--- src/rtl/bms_regs.vh ---
`ifndef BMS_REGS_VH
`define BMS_REGS_VH

// Boot select codes on the two strap pins
`define BMS_CODE_PAR   2'h0
`define BMS_CODE_FSER  2'h1
`define BMS_CODE_SPI   2'h2
`define BMS_CODE_EEP   2'h3

// Boot procedure length
`define BMS_BOOT_TIME_NS   3000000
`define BMS_CLK_PERIOD_NS  4
`define BMS_BOOT_CYCLES    (`BMS_BOOT_TIME_NS / `BMS_CLK_PERIOD_NS)

// Pin indices within the 32-bit general purpose pin group
`define BMS_PIN_SEL_HI  31
`define BMS_PIN_SEL_LO  30
`define BMS_PIN_OTG     29
`define BMS_PIN_DBG_HI  28
`define BMS_PIN_DBG_LO  27

// Pin output enable reset value: all inputs
`define BMS_OE_RESET  32'h00000000

`endif

--- src/rtl/bms_boot_select.v ---
`timescale 1ns/100ps
`include "bms_regs.vh"
// Functional notes
// - Boot mode comes from the two boot select pins as seen when reset is released.
// - Codes 00 parallel port, 01 fast serial port, 10 serial peripheral slave, 11 standalone.
// - Every reset runs a boot procedure lasting no more than three milliseconds.
// - Select pins are sampled only in the first cycle after reset release, before boot, and are free as general pins after boot.
// - Non-standalone codes enable only the chosen interface and wait idle for the host.
// - Rates are 16-bit parallel up to 16 MB/s, fast serial up to 2M baud, slave serial up to 2 Mb/s.
// - In standalone mode the internal processor loads firmware from EEPROM or optionally USB.
// - After a standalone boot both select pins become outputs for the EEPROM interface.
// - After a standalone boot pins 28 and 27 carry the debug serial port.
// - After a standalone boot pin 29 is the OTG role input, high peripheral, low host.
// - After a standalone boot the other three USB ports are peripherals and other pins stay inputs.
// - The clock select strap is sampled after reset, high meaning the 12 MHz reference.
// - Reset returns every register to its default before sampling and boot start.
module bms_boot_select #(
  parameter BOOT_CYCLES = `BMS_BOOT_CYCLES
) (
  input  wire        i_mclk,
  input  wire        i_rstn,
  input  wire [31:0] i_gpio,
  input  wire        i_clock_select_strap,
  input  wire        i_usb_fw_load,
  output reg  [1:0]  o_boot_mode,
  output reg         o_boot_busy,
  output reg         o_boot_done,
  output reg         o_coproc_mode,
  output reg         o_standalone,
  output reg         o_parallel_host_port_en,
  output reg         o_fast_serial_port_en,
  output reg         o_spi_slave_en,
  output reg         o_eeprom_load_en,
  output reg         o_usb_load_en,
  output reg         o_ref_12mhz,
  output reg         o_sel_pins_free,
  output reg  [31:0] o_gpio_oe,
  output reg         o_debug_uart_en,
  output reg         o_otg_port_a_peripheral,
  output reg         o_otg_port_a_host,
  output reg  [2:0]  o_other_ports_peripheral
);

  localparam ST_RESET = 2'h0;
  localparam ST_BOOT  = 2'h1;
  localparam ST_RUN   = 2'h2;

  // Counter is 22 bits, enough for the full 3 ms count
  localparam [31:0] BOOT_LAST_W = BOOT_CYCLES - 1;
  localparam [21:0] BOOT_LAST   = BOOT_LAST_W[21:0];

  reg [1:0]  state_ff;
  reg [1:0]  nxt_state;
  reg [21:0] cnt_ff;
  reg [21:0] nxt_cnt;
  reg [1:0]  mode_ff;
  reg        clk12_ff;

  always @(posedge i_mclk or negedge i_rstn) begin
    if (!i_rstn) begin
      state_ff <= ST_RESET;
      cnt_ff   <= 22'h000000;
      mode_ff  <= `BMS_CODE_PAR;
      clk12_ff <= 1'b0;
    end else begin
      state_ff <= nxt_state;
      cnt_ff   <= nxt_cnt;
      if (state_ff == ST_RESET) begin
        mode_ff  <= {i_gpio[`BMS_PIN_SEL_HI], i_gpio[`BMS_PIN_SEL_LO]};
        clk12_ff <= i_clock_select_strap;
      end
    end
  end

  always @* begin
    nxt_state = state_ff;
    nxt_cnt   = cnt_ff;
    case (state_ff)
      ST_RESET: begin
        nxt_state = ST_BOOT;
        nxt_cnt   = 22'h000000;
      end
      ST_BOOT: begin
        if (cnt_ff >= BOOT_LAST) begin
          nxt_state = ST_RUN;
        end else begin
          nxt_cnt = cnt_ff + 22'h000001;
        end
      end
      ST_RUN: begin
        nxt_state = ST_RUN;
      end
      default: begin
        nxt_state = ST_RESET;
      end
    endcase
  end

  wire run_w  = (state_ff == ST_RUN);
  wire sa_w   = (mode_ff == `BMS_CODE_EEP);
  wire up_w   = (state_ff != ST_RESET);

  // Outputs registered so nothing glitches during decode
  always @(posedge i_mclk or negedge i_rstn) begin
    if (!i_rstn) begin
      o_boot_mode              <= `BMS_CODE_PAR;
      o_boot_busy              <= 1'b0;
      o_boot_done              <= 1'b0;
      o_coproc_mode            <= 1'b0;
      o_standalone             <= 1'b0;
      o_parallel_host_port_en  <= 1'b0;
      o_fast_serial_port_en    <= 1'b0;
      o_spi_slave_en           <= 1'b0;
      o_eeprom_load_en         <= 1'b0;
      o_usb_load_en            <= 1'b0;
      o_ref_12mhz              <= 1'b0;
      o_sel_pins_free          <= 1'b0;
      o_gpio_oe                <= `BMS_OE_RESET;
      o_debug_uart_en          <= 1'b0;
      o_otg_port_a_peripheral  <= 1'b0;
      o_otg_port_a_host        <= 1'b0;
      o_other_ports_peripheral <= 3'h0;
    end else begin
      o_boot_mode   <= mode_ff;
      o_boot_busy   <= (state_ff == ST_BOOT);
      o_boot_done   <= run_w;
      o_ref_12mhz   <= clk12_ff;
      // decode; one interface only, rates set by those ports
      o_coproc_mode           <= up_w & ~sa_w;
      o_standalone            <= up_w & sa_w;
      o_parallel_host_port_en <= up_w & (mode_ff == `BMS_CODE_PAR);
      o_fast_serial_port_en   <= up_w & (mode_ff == `BMS_CODE_FSER);
      o_spi_slave_en          <= up_w & (mode_ff == `BMS_CODE_SPI);
      o_eeprom_load_en <= run_w & sa_w;
      o_usb_load_en    <= run_w & sa_w & i_usb_fw_load;
      o_sel_pins_free  <= run_w;
      // select pins drive EEPROM; rest stay inputs
      o_gpio_oe <= `BMS_OE_RESET;
      if (run_w && sa_w) begin
        o_gpio_oe[`BMS_PIN_SEL_HI] <= 1'b1;
        o_gpio_oe[`BMS_PIN_SEL_LO] <= 1'b1;
      end
      o_debug_uart_en <= run_w & sa_w;
      o_otg_port_a_peripheral <= run_w & sa_w & i_gpio[`BMS_PIN_OTG];
      o_otg_port_a_host       <= run_w & sa_w & ~i_gpio[`BMS_PIN_OTG];
      o_other_ports_peripheral <= {3{run_w & sa_w}};
    end
  end

endmodule // bms_boot_select

--- config.mk ---
export PLATFORM = sky130hd
export DESIGN_NAME = bms_boot_select
export DESIGN_NICKNAME = d
export VERILOG_FILES = /design/src/rtl/bms_boot_select.v
export VERILOG_INCLUDE_DIRS = /design/src /design/src/rtl
export SDC_FILE = /design/constraint.sdc
export NUM_CORES = 1
export LEC_CHECK = 0
export BUFFER_PORTS_ARGS = -buffer_cell sky130_fd_sc_hd__buf_2
export CAP_MARGIN = 20
export CORE_MARGIN = 2
export CORE_UTILIZATION = 49
export CTS_CLUSTER_SIZE = 24
export DETAILED_ROUTE_END_ITERATION = 10
export PLACE_DENSITY = 0.76
export REMOVE_ABC_BUFFERS = 1
export SYNTH_ARGS = -nofsm -noshare
export SYNTH_HDL_FRONTEND = slang
export SYNTH_SLANG_ARGS = --single-unit
--- constraint.sdc ---
create_clock -name i_mclk -period 3.3 [get_ports i_mclk]
set_clock_uncertainty 0.15 [all_clocks]
set_input_delay 0.165 -clock i_mclk [delete_from_list [all_inputs] [get_ports i_mclk]]
set_output_delay 0.165 -clock i_mclk [all_outputs]
set_load 0.02 [all_outputs]
# ---- Yosys cells after proc, flatten, opt, wreduce, memory -nomap -nowiden
# Cells that the tools add are included.
# Widths: inputs -> output; s select.
dict set report word_totals {
  register_bits 44
  inputBits 36
  word_cells 50
}
dict set report op_classes {
  n_addsub 1
  order_cmp 1
  n_eq_ne 7
  mux 5
  bitwise_logic 11
  reduce_logical 6
}
# cell n
set op_table {}
lappend op_table {{$pmux 22 s2} 1}
lappend op_table {{$add 22x1->22 const B} 1}
lappend op_table {{$ge 22x20->1 const B} 1}
lappend op_table {{$mux 22} 1}
lappend op_table {{$and 1x1->1} 9}
lappend op_table {{$eq 2x2->1 const B} 3}
lappend op_table {{$pmux 2 s3} 1}
lappend op_table {{$eq 2x1->1 const B} 2}
lappend op_table {{$logic_not 2->1} 2}
lappend op_table {{$mux 2} 2}
lappend op_table {{$ne 2x2->1 const B} 2}
lappend op_table {{$reduce_bool 2->1} 2}
lappend op_table {{$not 1->1} 2}
lappend op_table {{$reduce_and 2->1} 1}
lappend op_table {{$logic_and 1x1->1} 1}

# ---- Longest topological paths before layout
dict set report logic_depth {
  ltp_word 3
  depth_mapped 9
  depth_no_buf 7
}

# ---- Worst setup path before layout
# Ideal clock, no wire load.
dict set report synth_timing {
  kind {register to register}
  startpoint {reg state_ff[1]}
  endpoint {reg cnt_ff[17]}
  setup_ps 124
  t_arrival_ps 2092
  required_time_ps 3026
  slack_ps 934
  stages_incl_launch_ff 9
  path_buffers 1
  synth_period_minus_slack_ps 2366
  path_cell_list {dfrtp_1 > inv_1 > ha_1 > clkbuf_1 > inv_1 > a211o_4 > or3_4 > o211a_1 > a211o_1}
}
dict set report synth_between {
  elab_chain_cells 3
  elab_cells_between_ends 6
  cone_classes {eq/ne (2); mux (1); reduce/logical (3)}
}
# item line
set synth_rtl {}
lappend synth_rtl {{from (decl)} bms_boot_select.v:52} ;# reg [1:0] state_ff;
lappend synth_rtl {{from (signal assigned)} bms_boot_select.v:66} ;# state_ff <= nxt_state;
lappend synth_rtl {{$eq 2x1->1 / $logic_not 2->1 (equally long branches)} bms_boot_select.v:78} ;# case (state_ff)
lappend synth_rtl {{$ne 2x2->1 (no line) / $reduce_bool 2->1 (equally long branches)} -}
lappend synth_rtl {{$reduce_and 2->1 (no line)} -}
lappend synth_rtl {{to (signal assigned)} bms_boot_select.v:67} ;# cnt_ff <= nxt_cnt;
lappend synth_rtl {{to (decl)} bms_boot_select.v:54} ;# reg [21:0] cnt_ff;
# Several ways; a longest one is shown, not always the timed one.
# A chain may end at the register's enable or synchronous reset.

# ---- Worst setup path in the final report
dict set report layout_timing {
  startpoint {reg state_ff[1]}
  endpoint {reg cnt_ff[3]}
}
# Same word-level chain as after synthesis.

==> key figures <==
Run status
  – Status: finished, final reports clean

Drt
  – Detailed Route WL: 4.21 mm
  – Detail Route Antenna Nets: 0
  – Wirelength per Cell: about 14 um
  – First-pass DRT Iterations: 4
  – Vias after detailed routing: 1,650
  – Met1 WL: 1.90 mm
  – Top Metal Used: met4
  – Wire length on met3: about 200 um
  – Vias/cell: 5.45
  – DRC: 0
  – WL met2: 2.01 mm
  – Initial drt markers: 177

Timing
  – Setup TNS: 0 ps
  – Hold Worst Slack: 228 ps
  – Slew Limit Fails: 0
  – Fin crit period: ~2600 ps
  – Fmax: 0.387 GHz
  – Final Hold Viols: 0
  – Slew HR: 0.404
  – RSZ-0062 raised after global routing: no
  – Period utilization: 0.784
  – # setup viols final: 0
  – Worst slew pin tran: 894 ps

Synth
  – Syn Inst Count: ~230
  – Cell variety after synth: 40
  – Number of synthesized flops with an enable pin: 0
  – Mapped cell area: 2240 um^2
  – Fraction of registers with async set/reset: 1.00
  – Primary FF master, synth: dfrtp_1
  – Synthesized flop and latch total: between 40 and 50
  – Seq/Total Area, Yosys: 0.457
  – Avg Synthesized Cell Area: between 9 and 10 um^2
  – Ys Warns: 0

CTS
  – Postcts setup bufs: 0
  – Clock-pin slew on the worst setup and hold paths: 80 ps
  – CTS sink cnt: 41
  – Clock latency on the worst-skew pair: 310 ps
  – Root Buffer: clkbuf_8
  – TritonCTS buffer count: 5
  – CTS tree: yes
  – Htree depth: 2
  – Post-CTS sizing: 0
  – CTS max path bufs: 2

Hold path
  – Worst hold path depth: 0
  – Worst hold start: clk12_ff
  – Hold WC Path Type: flip-flop to flip-flop
  – Worst Hold End: o_ref_12mhz

GRT
  – Number of global-route vias before repair: approximately 1,400
  – First-pass GRT wire length: 6.68 mm
  – Pin count of the biggest net entering global routing: 42
  – Total gr overflow: 0
  – Tot GR Track Use: 0.167
  – Initial antenna violation count: 0

Flow run
  – Max cap viols: 0

Layout
  – NumNets Final: between 200 and 300
  – Most common cell after layout, fill and taps aside: dfrtp_1
  – Layout cell share with drive strength beyond 1: 0.171
  – # diodes: 0
  – Most frequent cells in the layout: dfrtp_1, conb_1, buf_2
  – Area grow syn2layout: 7.25%

Power
  – Static Leak: 1.27 nW
  – Worst IR Drop VDD: 0.000171 V
  – PD cells: 386 nW/um^2

Worst setup path
  – Req. time, crit path: between 3000 and 4000 ps
  – Reg-to-reg startpoint: state_ff[1]
  – Crit-path max FO: 22
  – Worst reg2reg setup slack: 710 ps
  – Crit end category: flip-flop
  – CP arrival: 2680 ps
  – Setup crit start kind: flip-flop
  – Type of the worst setup path: flip-flop to flip-flop
  – Reg-to-Reg End: cnt_ff[3]
  – R2R cell count: 7

Floorplan
  – Chip width: between 70 and 80 um
  – Die H: 71.7 um
  – Io pins: 87
  – Floorplan row count: 24
  – Core area: 4380 um^2
  – Initial Utilization: 0.512
  – Die area: 5140 um^2

Placement
  – IO Port Bufs: 27
  – Gpl congestion: 0.853
  – Dpl hpwl: about 2.9 mm
-- what timing repair did --
item,CTS,global route
endpoints found under the hold margin,47,0
setup endpoints to repair,0,0
hold buffers,6,0
-- layer usage --
metal | GRT usage | vias to the layer above
met1 | 0.226 | 787
met2 | 0.250 | 50
met4 | 0.0985 | 0
li1 | - | 804
met3 | 0.0309 | 9
met5 | 0 | -
-- worst max-delay path, stage by stage (launching register included) --
cell	delay (ps)
dfrtp_1	380
inv_1	90
ha_1	360
inv_1	120
a211o_4	320
a21o_1	400
or4_1	580
nand3_1	100
-- worst max-delay path by stage --
stage	endpoint	slack, ps	start	cells after the start
after floorplan	cnt_ff[17]	930	state_ff[1]	7
after global placement	cnt_ff[13]	810	state_ff[1]	7
after detailed placement	cnt_ff[3]	740	state_ff[1]	7
after CTS	cnt_ff[3]	720	state_ff[1]	7
after global routing	cnt_ff[3]	560	state_ff[1]	7
final	cnt_ff[3]	710	state_ff[1]	7
-- per-stage QoR --
| stage | instance area, um^2 | worst slack (ps) | util | total power [mW] | instances |
|---|---|---|---|---|---|
| after CTS | 2410 | 719 | 0.549 | 0.936 | 303 |
| after detailed placement | 2250 | 744 | 0.514 | 0.581 | 289 |
| after floorplan | 2040 | 930 | - | 0.562 | 208 |
| after global routing | 2410 | 565 | 0.549 | 0.961 | 303 |
| final | 2410 | 713 | 0.549 | 0.928 | 303 |
| after global placement | 2250 | 814 | 0.514 | 0.580 | 289 |
-- state kept, by name, summed over array words and instances (netlist names), 2 cells and up --
register	cells
cnt_ff	22
mode_ff	2
o_boot_mode	2
state_ff	2
-- Yosys cell counts (2+ instances only) --
cell,number,share of area
a2111oi_0,3,0.012
a211o_1,10,0.039
a21oi_1,4,0.0089
a22o_1,4,0.016
a31oi_1,3,0.0084
and2_1,6,0.017
and3_1,11,0.031
and4_1,2,0.0078
buf_2,3,0.0067
buf_4,37,0.12
clkbuf_1,6,0.010
dfrtp_1,41,0.46
ha_1,4,0.022
inv_1,3,0.0050
mux2_2,3,0.015
nand2_1,19,0.032
nand3_1,10,0.022
nand3b_1,2,0.0067
nand4_1,6,0.017
nor2_1,6,0.010
nor3_1,7,0.016
nor3b_1,4,0.013
nor4_1,4,0.011
o211a_1,2,0.0089
o211ai_1,3,0.010
o21ai_0,4,0.0089
o22ai_1,4,0.011
or4_1,2,0.0067
-- report_power, final --
part | leakage [nW] | switching (mW) | internal [mW]
registers | 0.531 | 0.00346 | 0.509
clock network | 0.0452 | 0.198 | 0.154
logic | 0.693 | 0.0505 | 0.0132
-- area by class of cell --
type / instances / area, um^2
flip-flops and latches: 41 / 1030
clock inverters: 3 / 25.0
fillers: 384 / 1980
multi-input cells: 164 / 1000
repair buffers: 35 / 210
well taps: 52 / 65.1
inverters: 3 / 11.3
clock buffers: 5 / 68.8
-- cells by family (layout without fill, tap and decap cells) --
family / count (synthesis) / count (layout) / synth area share
AND/OR/NAND/NOR: 84 / 84 / 0.209
buffers and inverters: 49 / 46 / 0.146
AO/OA/AOI/OAI: 42 / 42 / 0.146
flip-flops: 41 / 41 / 0.457
adder cells (fa/ha/maj): 4 / 4 / 0.0223
multiplexers: 3 / 3 / 0.0151
other: 1 / 30 / 0.00167
XOR/XNOR: 1 / 1 / 0.00390
No activity file was read; power rests on OpenSTA's default activity.
